### config.mk
export PLATFORM = sky130hd
export DESIGN_NAME = rtc_top
export DESIGN_NICKNAME = d
export VERILOG_FILES = /design/src/hdl/rtc_pkg.sv /design/src/hdl/rtc_top.sv
export SDC_FILE = /design/constraint.sdc
export NUM_CORES = 2
export LEC_CHECK = 0
export BUFFER_PORTS_ARGS = -buffer_cell sky130_fd_sc_hd__buf_2
export CORE_ASPECT_RATIO = 0.75
export CORE_MARGIN = 2
export CORE_UTILIZATION = 63
export CTS_CLUSTER_DIAMETER = 150
export CTS_CLUSTER_SIZE = 8
export DETAILED_ROUTE_END_ITERATION = 6
export GPL_ROUTABILITY_DRIVEN = 0
export PLACE_DENSITY_LB_ADDON = 0.2
export SLEW_MARGIN = 20
export SYNTH_ARGS = -nofsm -noshare
export SYNTH_HDL_FRONTEND = slang
export SYNTH_SLANG_ARGS = --single-unit
### constraint.sdc
create_clock -name I_CLK_SYS -period 5.42 [get_ports I_CLK_SYS]
set_clock_uncertainty 0.05 [all_clocks]
set_input_delay 1.084 -clock I_CLK_SYS [delete_from_list [all_inputs] [get_ports I_CLK_SYS]]
set_output_delay 1.084 -clock I_CLK_SYS [all_outputs]
set_load 0.01 [all_outputs]
### src/hdl/rtc_pkg.sv
package rtc_pkg;
  // Register word indices on the Avalon-MM address
  localparam int             ADR_W       = 6;
  localparam logic [ADR_W-1:0] ADR_TIME    = 6'h00;
  localparam logic [ADR_W-1:0] ADR_DATE    = 6'h01;
  localparam logic [ADR_W-1:0] ADR_CTRL    = 6'h02;
  localparam logic [ADR_W-1:0] ADR_SUBSEC  = 6'h03;
  localparam logic [ADR_W-1:0] ADR_SHIFT   = 6'h04;
  localparam logic [ADR_W-1:0] ADR_CALIB   = 6'h05;
  localparam logic [ADR_W-1:0] ADR_WKP     = 6'h06;
  localparam logic [ADR_W-1:0] ADR_ALRM_A  = 6'h07;
  localparam logic [ADR_W-1:0] ADR_ALRM_B  = 6'h08;
  localparam logic [ADR_W-1:0] ADR_TAMP    = 6'h09;
  localparam logic [ADR_W-1:0] ADR_TS_TIME = 6'h0a;
  localparam logic [ADR_W-1:0] ADR_TS_DATE = 6'h0b;
  localparam logic [ADR_W-1:0] ADR_STATUS  = 6'h0c;
  localparam logic [ADR_W-1:0] ADR_MASK    = 6'h0d;
  localparam int             ADR_BKP_BIT = 5;      // Upper half holds backup words
  localparam int             BKP_N       = 32;
  localparam int             ST_W        = 7;      // Status/mask width
  localparam int             N_TAMP      = 3;
  // Timing counts in source edges, reference edges and timekeeping pulses
  localparam logic [4:0]     HSC_DIV_LAST = 5'h1f; // High-speed source divided by 32
  localparam logic [5:0]     REF50_LAST   = 6'h31; // 50 reference edges per second
  localparam logic [5:0]     REF60_LAST   = 6'h3b; // 60 reference edges per second
  localparam logic [10:0]    CAL_SLOT     = 11'h000;

  typedef enum logic [1:0] {SRC_LSC = 2'h0, SRC_LSR = 2'h1, SRC_HSC = 2'h2} rtc_src_t;

  // Register layouts, low bits first at the right
  typedef struct packed {logic pm; logic [5:0] hour; logic [6:0] min; logic [6:0] sec;} rtc_time_t;
  typedef struct packed {logic [7:0] year; logic [4:0] month; logic [2:0] wday;
                         logic [5:0] date;} rtc_date_t;
  typedef struct packed {rtc_date_t d; rtc_time_t t;} rtc_cal_t;
  typedef struct packed {logic en; logic [5:0] date; rtc_time_t t;} rtc_alarm_t;
  typedef struct packed {logic [2:0] wkp_sel; logic wkp_en; logic ref60; logic ref_en;
                         logic fmt12; rtc_src_t src;} rtc_ctrl_t;
  typedef struct packed {logic plus; logic [8:0] minus;} rtc_calib_t;
  typedef struct packed {logic [N_TAMP-1:0] en; logic [3:0] filt;} rtc_tamp_t;
  typedef struct packed {logic shut; logic bat; logic [N_TAMP-1:0] tamp; logic ts;
                         logic refc; logic hsc; logic lsr; logic lsc;} rtc_pins_t;

  // Reset values
  localparam rtc_cal_t   CAL_RST   = '{d: '{year: 8'h00, month: 5'h01, wday: 3'h1,
                                           date: 6'h01}, t: '0};
  localparam rtc_ctrl_t  CTRL_RST  = '0;
  localparam logic [16:0] WKP_RST  = 17'h1ffff;
endpackage

### src/hdl/rtc_top.sv
`timescale 1ns/100ps
`default_nettype none
// Notes on behaviour
// - Calendar of seconds to year in BCD, binary subseconds, 12 or 24 hour display.
// - Date rolls over by month length, 28/29 leap, 30 and 31.
// - Shift correction delays the time base by 1 to 32767 pulses.
// - With reference enabled, 50 or 60 Hz edges define the second.
// - Calibration adds or drops pulses per 2^20 window, 0.95 ppm step.
// - Three tamper inputs, each through a programmable filter.
// - Timestamp captures calendar on stamp pin, tamper, or battery switch.
// - 17-bit auto-reload wakeup timer, resolution and period programmable.
// - 32 backup words of 32 bits, 128 bytes total.
// - Backup words are not cleared by any reset.
// - Time base from crystal, RC, or high-speed crystal divided by 32.
// - Crystal-clocked, the block runs in battery and all low-power modes.
// - RC-clocked, the block stops in battery mode and shutdown.
// - Alarms, wakeup, timestamp and tamper raise interrupt and wake.
module rtc_top import rtc_pkg::*; (
  // Clock, reset, enable
  input  wire logic              I_CLK_SYS,
  input  wire logic              I_NRST,
  input  wire logic              I_CE,
  // Avalon-MM slave
  input  wire logic [ADR_W-1:0]  I_AVS_ADDRESS,
  input  wire logic              I_AVS_READ,
  input  wire logic              I_AVS_WRITE,
  input  wire logic [31:0]       I_AVS_WRITEDATA,
  output logic      [31:0]       O_AVS_READDATA,
  output logic                   O_AVS_WAITREQUEST,
  // Clock sources and pins
  input  wire logic              I_LOW_SPEED_CRYSTAL_CLOCK,
  input  wire logic              I_LOW_SPEED_RC_CLOCK,
  input  wire logic              I_HIGH_SPEED_CRYSTAL_CLOCK,
  input  wire logic              I_REF_CLOCK,
  input  wire logic              I_TIMESTAMP,
  input  wire logic [N_TAMP-1:0] I_TAMPER,
  input  wire logic              I_BATTERY_MODE,
  input  wire logic              I_SHUTDOWN_MODE,
  // Events
  output logic                   O_IRQ,
  output logic                   O_WAKEUP
);
  rtc_pins_t s1_q, s2_q, s3_q, rise;
  rtc_cal_t cal_q, cal_nx, ts_q;
  rtc_ctrl_t ctrl_q;
  rtc_calib_t calib_q;
  rtc_tamp_t tamp_q;
  rtc_alarm_t alrm_q [2];
  logic [31:0] bkp_q [BKP_N];
  logic [31:0] rd_mux;
  logic [ST_W-1:0] sts_q, mask_q, ev;
  logic [16:0] wkp_q, wkp_rl_q;
  logic [14:0] pre_q, shift_q;
  logic [19:0] win_q;
  logic [15:0] pre_sum;
  logic [5:0] ref_cnt_q;
  logic [4:0] hdiv_q;
  logic [3:0] wdiv_q, wmask;
  logic [3:0] tcnt_q [N_TAMP];
  logic [N_TAMP-1:0] tfired_q, tamp_ev;
  logic [1:0] step, al_hit;
  logic run, src_edge, tk, cal_slot, drop, ins, ref_sec, sec_tick, tick_d_q;
  logic wtick, wkp_ev, ts_trig, new_day, acc, wr, rd;

  // BCD increment of one packed byte
  function automatic logic [7:0] bcd_inc(input logic [7:0] v);
    if (v == 8'h99) return 8'h00;                          // Year 99 wraps to 00, not a0
    return (v[3:0] == 4'h9) ? {v[7:4] + 4'h1, 4'h0} : v + 8'h01;
  endfunction

  // Last date of the month, leap when the BCD year is a multiple of four
  function automatic logic [5:0] last_date(input logic [4:0] m, input logic [7:0] y);
    logic leap;
    leap = y[4] ? (y[3:0] == 4'h2 || y[3:0] == 4'h6)
                : (y[3:0] == 4'h0 || y[3:0] == 4'h4 || y[3:0] == 4'h8);
    case (m)
      5'h02: return leap ? 6'h29 : 6'h28;
      5'h04, 5'h06, 5'h09, 5'h11: return 6'h30;
      default: return 6'h31;
    endcase
  endfunction

  // Two-stage synchroniser on every pin; third stage only for edge detection
  always_ff @(posedge I_CLK_SYS or negedge I_NRST) begin
    if (!I_NRST) begin
      s1_q <= '0;
      s2_q <= '0;
      s3_q <= '0;
    end else if (I_CE) begin
      s1_q <= {I_SHUTDOWN_MODE, I_BATTERY_MODE, I_TAMPER, I_TIMESTAMP, I_REF_CLOCK,
               I_HIGH_SPEED_CRYSTAL_CLOCK, I_LOW_SPEED_RC_CLOCK, I_LOW_SPEED_CRYSTAL_CLOCK};
      s2_q <= s1_q;
      s3_q <= s2_q;
    end
  end
  assign rise = rtc_pins_t'(s2_q & ~s3_q);

  // High-speed source divider
  always_ff @(posedge I_CLK_SYS or negedge I_NRST) begin
    if (!I_NRST) hdiv_q <= '0;
    else if (I_CE && rise.hsc) hdiv_q <= hdiv_q + 5'h01;
  end

  // Source select and power-mode gating of the time base
  always_comb begin
    case (ctrl_q.src)
      SRC_LSC: begin
        run = 1'b1;
        src_edge = rise.lsc;
      end
      SRC_LSR: begin
        run = !s2_q.bat && !s2_q.shut;
        src_edge = rise.lsr;
      end
      SRC_HSC: begin
        run = !s2_q.bat && !s2_q.shut;
        src_edge = rise.hsc && hdiv_q == HSC_DIV_LAST;
      end
      default: begin
        run = 1'b0;
        src_edge = 1'b0;
      end
    endcase
  end
  assign tk = run && src_edge;

  // Pending shift drops every pulse; calibration spreads drops over the window
  assign cal_slot = tk && win_q[10:0] == CAL_SLOT;
  assign drop = tk && (shift_q != '0 || (cal_slot && win_q[19:11] < calib_q.minus));
  assign ins = cal_slot && calib_q.plus;
  assign step = 2'(tk) + 2'(ins) - 2'(drop);
  assign pre_sum = {1'b0, pre_q} + 16'(step);
  assign ref_sec = ctrl_q.ref_en && rise.refc
                   && ref_cnt_q == (ctrl_q.ref60 ? REF60_LAST : REF50_LAST);
  assign sec_tick = ctrl_q.ref_en ? ref_sec : pre_sum[15];

  // Prescaler, calibration window and reference counter
  always_ff @(posedge I_CLK_SYS or negedge I_NRST) begin
    if (!I_NRST) begin
      pre_q <= '0;
      win_q <= '0;
      ref_cnt_q <= '0;
    end else if (I_CE) begin
      if (tk) win_q <= win_q + 20'h00001;
      // Reference second also realigns the subsecond count
      pre_q <= ref_sec ? 15'h0000 : pre_sum[14:0];
      if (!ctrl_q.ref_en || ref_sec) ref_cnt_q <= '0;
      else if (rise.refc) ref_cnt_q <= ref_cnt_q + 6'h01;
    end
  end

  // Next calendar value one second on
  always_comb begin
    cal_nx = cal_q;
    new_day = 1'b0;
    cal_nx.t.sec = (cal_q.t.sec == 7'h59) ? 7'h00 : 7'(bcd_inc({1'b0, cal_q.t.sec}));
    if (cal_q.t.sec == 7'h59) begin
      cal_nx.t.min = (cal_q.t.min == 7'h59) ? 7'h00 : 7'(bcd_inc({1'b0, cal_q.t.min}));
      if (cal_q.t.min == 7'h59) begin
        if (!ctrl_q.fmt12) begin
          new_day = cal_q.t.hour == 6'h23;
          cal_nx.t.hour = new_day ? 6'h00 : 6'(bcd_inc({2'b0, cal_q.t.hour}));
        end else begin
          new_day = cal_q.t.hour == 6'h11 && cal_q.t.pm;
          if (cal_q.t.hour == 6'h11) cal_nx.t.pm = ~cal_q.t.pm;
          cal_nx.t.hour = (cal_q.t.hour == 6'h12) ? 6'h01 : 6'(bcd_inc({2'b0, cal_q.t.hour}));
        end
      end
    end
    if (new_day) begin
      cal_nx.d.wday = (cal_q.d.wday == 3'h7) ? 3'h1 : cal_q.d.wday + 3'h1;
      if (cal_q.d.date == last_date(cal_q.d.month, cal_q.d.year)) begin
        cal_nx.d.date = 6'h01;
        cal_nx.d.month = (cal_q.d.month == 5'h12) ? 5'h01 : 5'(bcd_inc({3'b0, cal_q.d.month}));
        if (cal_q.d.month == 5'h12) cal_nx.d.year = bcd_inc(cal_q.d.year);
      end else begin
        cal_nx.d.date = 6'(bcd_inc({2'b0, cal_q.d.date}));
      end
    end
  end

  // Calendar register; a software write wins over the tick
  always_ff @(posedge I_CLK_SYS or negedge I_NRST) begin
    if (!I_NRST) begin
      cal_q <= CAL_RST;
      tick_d_q <= 1'b0;
    end else if (I_CE) begin
      tick_d_q <= sec_tick;
      if (wr && I_AVS_ADDRESS == ADR_TIME) cal_q.t <= rtc_time_t'(I_AVS_WRITEDATA[20:0]);
      else if (wr && I_AVS_ADDRESS == ADR_DATE) cal_q.d <= rtc_date_t'(I_AVS_WRITEDATA[21:0]);
      else if (sec_tick) cal_q <= cal_nx;
    end
  end

  // Alarms compare one cycle after the calendar has moved
  for (genvar i = 0; i < 2; i++) begin : g_alarm
    assign al_hit[i] = tick_d_q && alrm_q[i].en && cal_q.t == alrm_q[i].t
                       && cal_q.d.date == alrm_q[i].date;
  end

  // Wakeup timer resolution: pulses divided by 16, 8, 4, 2, or seconds
  assign wmask = 4'hf >> ctrl_q.wkp_sel[1:0];
  assign wtick = ctrl_q.wkp_sel[2] ? sec_tick : tk && (wdiv_q & wmask) == wmask;
  assign wkp_ev = ctrl_q.wkp_en && wtick && wkp_q == '0;
  always_ff @(posedge I_CLK_SYS or negedge I_NRST) begin
    if (!I_NRST) begin
      wdiv_q <= '0;
      wkp_q <= WKP_RST;
    end else if (I_CE) begin
      if (tk) wdiv_q <= wdiv_q + 4'h1;
      if (!ctrl_q.wkp_en) wkp_q <= wkp_rl_q;
      else if (wkp_ev) wkp_q <= wkp_rl_q;
      else if (wtick) wkp_q <= wkp_q - 17'h00001;
    end
  end

  // Tamper filters: level must hold for the set number of time-base pulses
  for (genvar j = 0; j < N_TAMP; j++) begin : g_tamp
    assign tamp_ev[j] = tk && tamp_q.en[j] && s2_q.tamp[j] && !tfired_q[j]
                        && tcnt_q[j] >= tamp_q.filt;
    always_ff @(posedge I_CLK_SYS or negedge I_NRST) begin
      if (!I_NRST) begin
        tcnt_q[j] <= '0;
        tfired_q[j] <= 1'b0;
      end else if (I_CE) begin
        if (!s2_q.tamp[j]) begin
          tcnt_q[j] <= '0;
          tfired_q[j] <= 1'b0;
        end else if (tk) begin
          if (tcnt_q[j] != 4'hf) tcnt_q[j] <= tcnt_q[j] + 4'h1;
          if (tamp_ev[j]) tfired_q[j] <= 1'b1;             // One event per active period
        end
      end
    end
  end

  // Timestamp capture
  assign ts_trig = rise.ts || |tamp_ev || rise.bat;
  always_ff @(posedge I_CLK_SYS or negedge I_NRST) begin
    if (!I_NRST) ts_q <= '0;
    else if (I_CE && ts_trig) ts_q <= cal_q;
  end

  // Backup words carry no reset so they survive every reset
  for (genvar k = 0; k < BKP_N; k++) begin : g_bkp
    always_ff @(posedge I_CLK_SYS) begin
      if (I_CE && wr && I_AVS_ADDRESS[ADR_BKP_BIT] && I_AVS_ADDRESS[4:0] == 5'(k))
        bkp_q[k] <= I_AVS_WRITEDATA;
    end
  end

  // Sticky status: clears only bits that the read returned, so a new event wins
  assign ev = {tamp_ev, ts_trig, wkp_ev, al_hit};
  always_ff @(posedge I_CLK_SYS or negedge I_NRST) begin
    if (!I_NRST) begin
      sts_q <= '0;
      O_IRQ <= 1'b0;
      O_WAKEUP <= 1'b0;
    end else if (I_CE) begin
      sts_q <= (sts_q & ~((rd && I_AVS_ADDRESS == ADR_STATUS)
                          ? O_AVS_READDATA[ST_W-1:0] : '0)) | ev;
      O_IRQ <= |(sts_q & mask_q);
      O_WAKEUP <= |ev;
    end
  end

  // Bus slave: one wait cycle, then the request is taken at waitrequest low
  assign acc = (I_AVS_READ || I_AVS_WRITE) && !O_AVS_WAITREQUEST;
  assign wr = acc && I_AVS_WRITE;
  assign rd = acc && I_AVS_READ;
  always_comb begin
    rd_mux = '0;
    if (I_AVS_ADDRESS[ADR_BKP_BIT]) rd_mux = bkp_q[I_AVS_ADDRESS[4:0]];
    else begin
      case (I_AVS_ADDRESS)
        ADR_TIME:    rd_mux = 32'(cal_q.t);
        ADR_DATE:    rd_mux = 32'(cal_q.d);
        ADR_CTRL:    rd_mux = 32'(ctrl_q);
        ADR_SUBSEC:  rd_mux = 32'(pre_q);
        ADR_SHIFT:   rd_mux = 32'(shift_q);
        ADR_CALIB:   rd_mux = 32'(calib_q);
        ADR_WKP:     rd_mux = 32'(wkp_rl_q);
        ADR_ALRM_A:  rd_mux = 32'(alrm_q[0]);
        ADR_ALRM_B:  rd_mux = 32'(alrm_q[1]);
        ADR_TAMP:    rd_mux = 32'(tamp_q);
        ADR_TS_TIME: rd_mux = 32'(ts_q.t);
        ADR_TS_DATE: rd_mux = 32'(ts_q.d);
        ADR_STATUS:  rd_mux = 32'(sts_q);
        ADR_MASK:    rd_mux = 32'(mask_q);
        default:     rd_mux = '0;
      endcase
    end
  end

  always_ff @(posedge I_CLK_SYS or negedge I_NRST) begin
    if (!I_NRST) begin
      O_AVS_WAITREQUEST <= 1'b1;
      O_AVS_READDATA <= '0;
    end else if (I_CE) begin
      if ((I_AVS_READ || I_AVS_WRITE) && O_AVS_WAITREQUEST) begin
        O_AVS_WAITREQUEST <= 1'b0;
        O_AVS_READDATA <= rd_mux;
      end else begin
        O_AVS_WAITREQUEST <= 1'b1;
      end
    end
  end

  // Control registers written by software
  always_ff @(posedge I_CLK_SYS or negedge I_NRST) begin
    if (!I_NRST) begin
      ctrl_q <= CTRL_RST;
      calib_q <= '0;
      wkp_rl_q <= WKP_RST;
      alrm_q[0] <= '0;
      alrm_q[1] <= '0;
      tamp_q <= '0;
      mask_q <= '0;
      shift_q <= '0;
    end else if (I_CE) begin
      if (wr && I_AVS_ADDRESS == ADR_CTRL) ctrl_q <= rtc_ctrl_t'(I_AVS_WRITEDATA[8:0]);
      if (wr && I_AVS_ADDRESS == ADR_CALIB) calib_q <= rtc_calib_t'(I_AVS_WRITEDATA[9:0]);
      if (wr && I_AVS_ADDRESS == ADR_WKP) wkp_rl_q <= I_AVS_WRITEDATA[16:0];
      if (wr && I_AVS_ADDRESS == ADR_ALRM_A) alrm_q[0] <= rtc_alarm_t'(I_AVS_WRITEDATA[27:0]);
      if (wr && I_AVS_ADDRESS == ADR_ALRM_B) alrm_q[1] <= rtc_alarm_t'(I_AVS_WRITEDATA[27:0]);
      if (wr && I_AVS_ADDRESS == ADR_TAMP) tamp_q <= rtc_tamp_t'(I_AVS_WRITEDATA[6:0]);
      if (wr && I_AVS_ADDRESS == ADR_MASK) mask_q <= I_AVS_WRITEDATA[ST_W-1:0];
      if (wr && I_AVS_ADDRESS == ADR_SHIFT) shift_q <= I_AVS_WRITEDATA[14:0];
      else if (tk && shift_q != '0) shift_q <= shift_q - 15'h0001;
    end
  end
endmodule
`default_nettype wire

==> impl_results.md <==
* Clock Path Buffers at 3
* DIE HEIGHT at between 200 and 300 um
* Syn nets at roughly 3,600
* Crit path capture type: flip-flop
* Mapped Area at 58,600 um2
* Clk root buf: clkbuf_16
* Yosys cell types at 83
* Synth top area cells: edfxtp_1, dfrtp_1, mux4_2
* Synth area leader: edfxtp_1
* Crit path launch type: flip-flop
* CORE AREA at 91,800 um2
* CTS Hold Bufs at 0
* Max Cap Violations at 0
* Path type of the worst min-delay path: in -> async
* Total Power at 24,800 uW
* Pre-Repair DR Iteration Count at 7
* ANT nets after route at 0
* Violated checks: design-rule violations
* Via/cell ratio at approximately 7.2
* Kind of critical path: reg -> reg
* Reg clk slew, reported paths at roughly 50 ps
* Vias in the first global route at between 30,000 and 40,000
* Final hold viol count at 0
* TNS Setup at 0 ps
* Pwr dens at 373 nW/um2
* R2r worst-path depth at 20
* Max-slew violation total from the final report at 0
* Syn Area/Cell at between 15 and 20 um2
* Period Utilization, post-route at between 90 and 100%
* Row cnt at 96
* Fraction of layout cells with a size suffix above 1 at between 20% and 30%
* DIE AREA at about 95,000 um2
* Async S/R FF share, synth at 25.9%
* DIE WIDTH at approximately 360 um
* Sequential area share after synthesis at 67.9%
* Fmax at slightly below 200 MHz
* R2r setup slk at around 270 ps
* Initial antenna violation count at 9
* I/O pins at a little under 90
* Port buffer count at 87
* Avg WL per Cell at between 30 and 40 um
* Yosys reg bits at 1,382
* Grt ovf at 0
* Nets at 3,814
* Synth Warn # at 0
* Run status: finished with violations
* # fillers at ~5,400
* Vias at 36,200
* Area share of the leading cell type in the synthesized netlist at about 53%
* H-tree levels at 4
* CP startpoint: hdiv_q[0]$_DFFE_PN0P_
* Setup crit end: cal_q[38]$_DFFE_PN0P_
* GRT Overall Usage at between 30 and 40%
* Syn Inst Count at 3,529
* CP max FO at 7
* Worst slew pin tran at approximately 1200 ps
* Pin count of the biggest net entering global routing at 118
* Pleak at ~0.023 uW
* Final Non-Filler Cells at between 5,000 and 6,000
* Syn-to-layout area delta at 13.5%
* Cts bufs inserted at 190
* CTS tree: yes
* Worst skew pair latency at 810 ps
* Number of synthesized flops with an enable pin at 1,024
* Most common cell in the netlist: edfxtp_1
* Ys flop type: edfxtp_1
* Final wirelength at 169 mm
* Initial DRC count at between 6,000 and 7,000
* Critical path data required time at between 6000 and 7000 ps
* Drt drc at 2
* Minimum clock period at 5150 ps
* Final setup vio count at 0
* Synth cell count leaders: edfxtp_1, dfrtp_1, mux4_2
* Headroom to the max-slew limit at between 20% and 30%
* Unrepaired setup endpoints after global routing: false
* First-pass GRT wire length at 247 mm
* Crit Reg-Reg Startpoint: hdiv_q[0]$_DFFE_PN0P_
* Arrival @ worst endpoint at a little under 6000 ps
* HPWL after DPL at roughly 100 mm
* Initial core utilization at a little under two thirds
* R2r endpoint: cal_q[38]$_DFFE_PN0P_
* Inst Count DP at ~4,700
* VDD IR-drop max at between 0.4 and 0.5 mV
* Clk sink count at around 1,400
flip-flops by register name (all words and copies together), names as in the netlist, 3 cells and up:
signal          cells
O_AVS_READDATA     32
sts_q               7
wkp_rl_q           17
wkp_q              17
shift_q            15
cal_q              43
tcnt_q             12
wdiv_q              4
ts_q               43
hdiv_q              5
tfired_q            3
pre_q              15
s3_q                6
ctrl_q              9
alrm_q             56
calib_q            10
mask_q              7
s2_q               10
bkp_q            1024
win_q              20
s1_q               10
tamp_q              7
ref_cnt_q           6
cell families (layout without fill, tap and decap cells):
group                    Yosys count  in the layout  share of synthesized area [%]
flip-flops                      1382           1382                           67.9
AND/OR/NAND/NOR                  681            681                           5.74
AO/OA/AOI/OAI                    528            528                           6.10
multiplexers                     506            506                           15.6
buffers and inverters            278            535                           2.01
XOR/XNOR                         100            100                           1.50
adder cells (fa/ha/maj)           54             54                           1.17
other                              0              2                              0
cell usage in the layout, fill, tap and decap left out, types with 38 or more instances in the layout:
cell and instances:
buf_2 81, nand3_1 61, dfrtp_1 320, mux4_2 306, buf_4 92, a22oi_1 94
clkbuf_1 65, nor2_1 141, dfstp_2 38, xor2_1 44, xnor2_1 56, clkbuf_16 190
mux2_2 193, a21oi_1 98, ha_1 53, inv_1 62, o21ai_0 107, nand4_1 41
nand2_1 189, edfxtp_1 1024
what timing repair did:
| action | CTS | global route |
|---|---|---|
| gates resized for setup | 0 | 5 |
| endpoints found under the setup margin | 0 | 16 |
| setup buffers | 0 | 0 |
worst max-delay path, cell delays in order, from the launching register on:
cell     delay (ps)
dfrtp_1         410
ha_1            220
and3_1          190
ha_1            160
and4b_1         190
o22ai_1         230
a21o_1          320
inv_1           120
and2_0          260
a41o_1          270
ha_1            290
inv_1            40
ha_1            190
xor2_1          180
ha_1            270
a21oi_2         290
nor2_2          140
a31o_2          260
nand4_1         170
o31a_1          380
mux2_2          390
routing by layer:
metal | share of wire [%] | GRT usage, %
met5 | 0.12 | 1.20
met4 | 4.4 | 15.4
met3 | 15 | 12.5
met2 | 44 | 52.2
met1 | 37 | 51.2
through the flow:
stage | instance area, um2 | hold WS (ps) | worst slack [ps] | utilization [%]
CTS | 66400 | 375 | 140 | 72.4
global placement | 61100 | 400 | 353 | 66.5
finish | 66500 | 362 | 272 | 72.4
global route | 66500 | 433 | 44.1 | 72.4
floorplan | 58600 | 386 | 693 | -
detailed placement | 61100 | 412 | 226 | 66.5
area by class of cell:
class	count	area (um2)	share of cell area [%]
antenna	2	5.00	0.00753
clock buffer	256	5010	7.54
clock inverter	15	342	0.514
inverter	62	233	0.350
multi-input combinational	1869	17900	27.0
sequential	1382	39800	59.8
tap	1225	1530	2.31
timing repair buffer	202	1660	2.50
report_power, final:
group / internal (uW) / total (uW) / switching [uW]
Clock: 6390 / 10900 / 4490
Combinational: 711 / 1830 / 1120
Sequential: 11700 / 12100 / 391
worst min-delay path by stage:
stage	start	end	slack, ps	cells after the start
2_1_floorplan	wdiv_q[3]$_DFFE_PN0P_	wdiv_q[3]$_DFFE_PN0P_	390	1
3_3_place_gp	wdiv_q[3]$_DFFE_PN0P_	wdiv_q[3]$_DFFE_PN0P_	400	1
3_5_place_dp	O_AVS_READDATA[31]$_DFFE_PN0P_	O_AVS_READDATA[31]$_DFFE_PN0P_	410	2
4_1_cts	I_NRST	cal_q[17]$_DFFE_PN0P_	370	1
5_1_grt	I_NRST	O_AVS_READDATA[10]$_DFFE_PN0P_	430	1
6_report	I_NRST	shift_q[11]$_DFFE_PN0P_	360	1
Note: power is estimated with default switching activity, not from simulation.
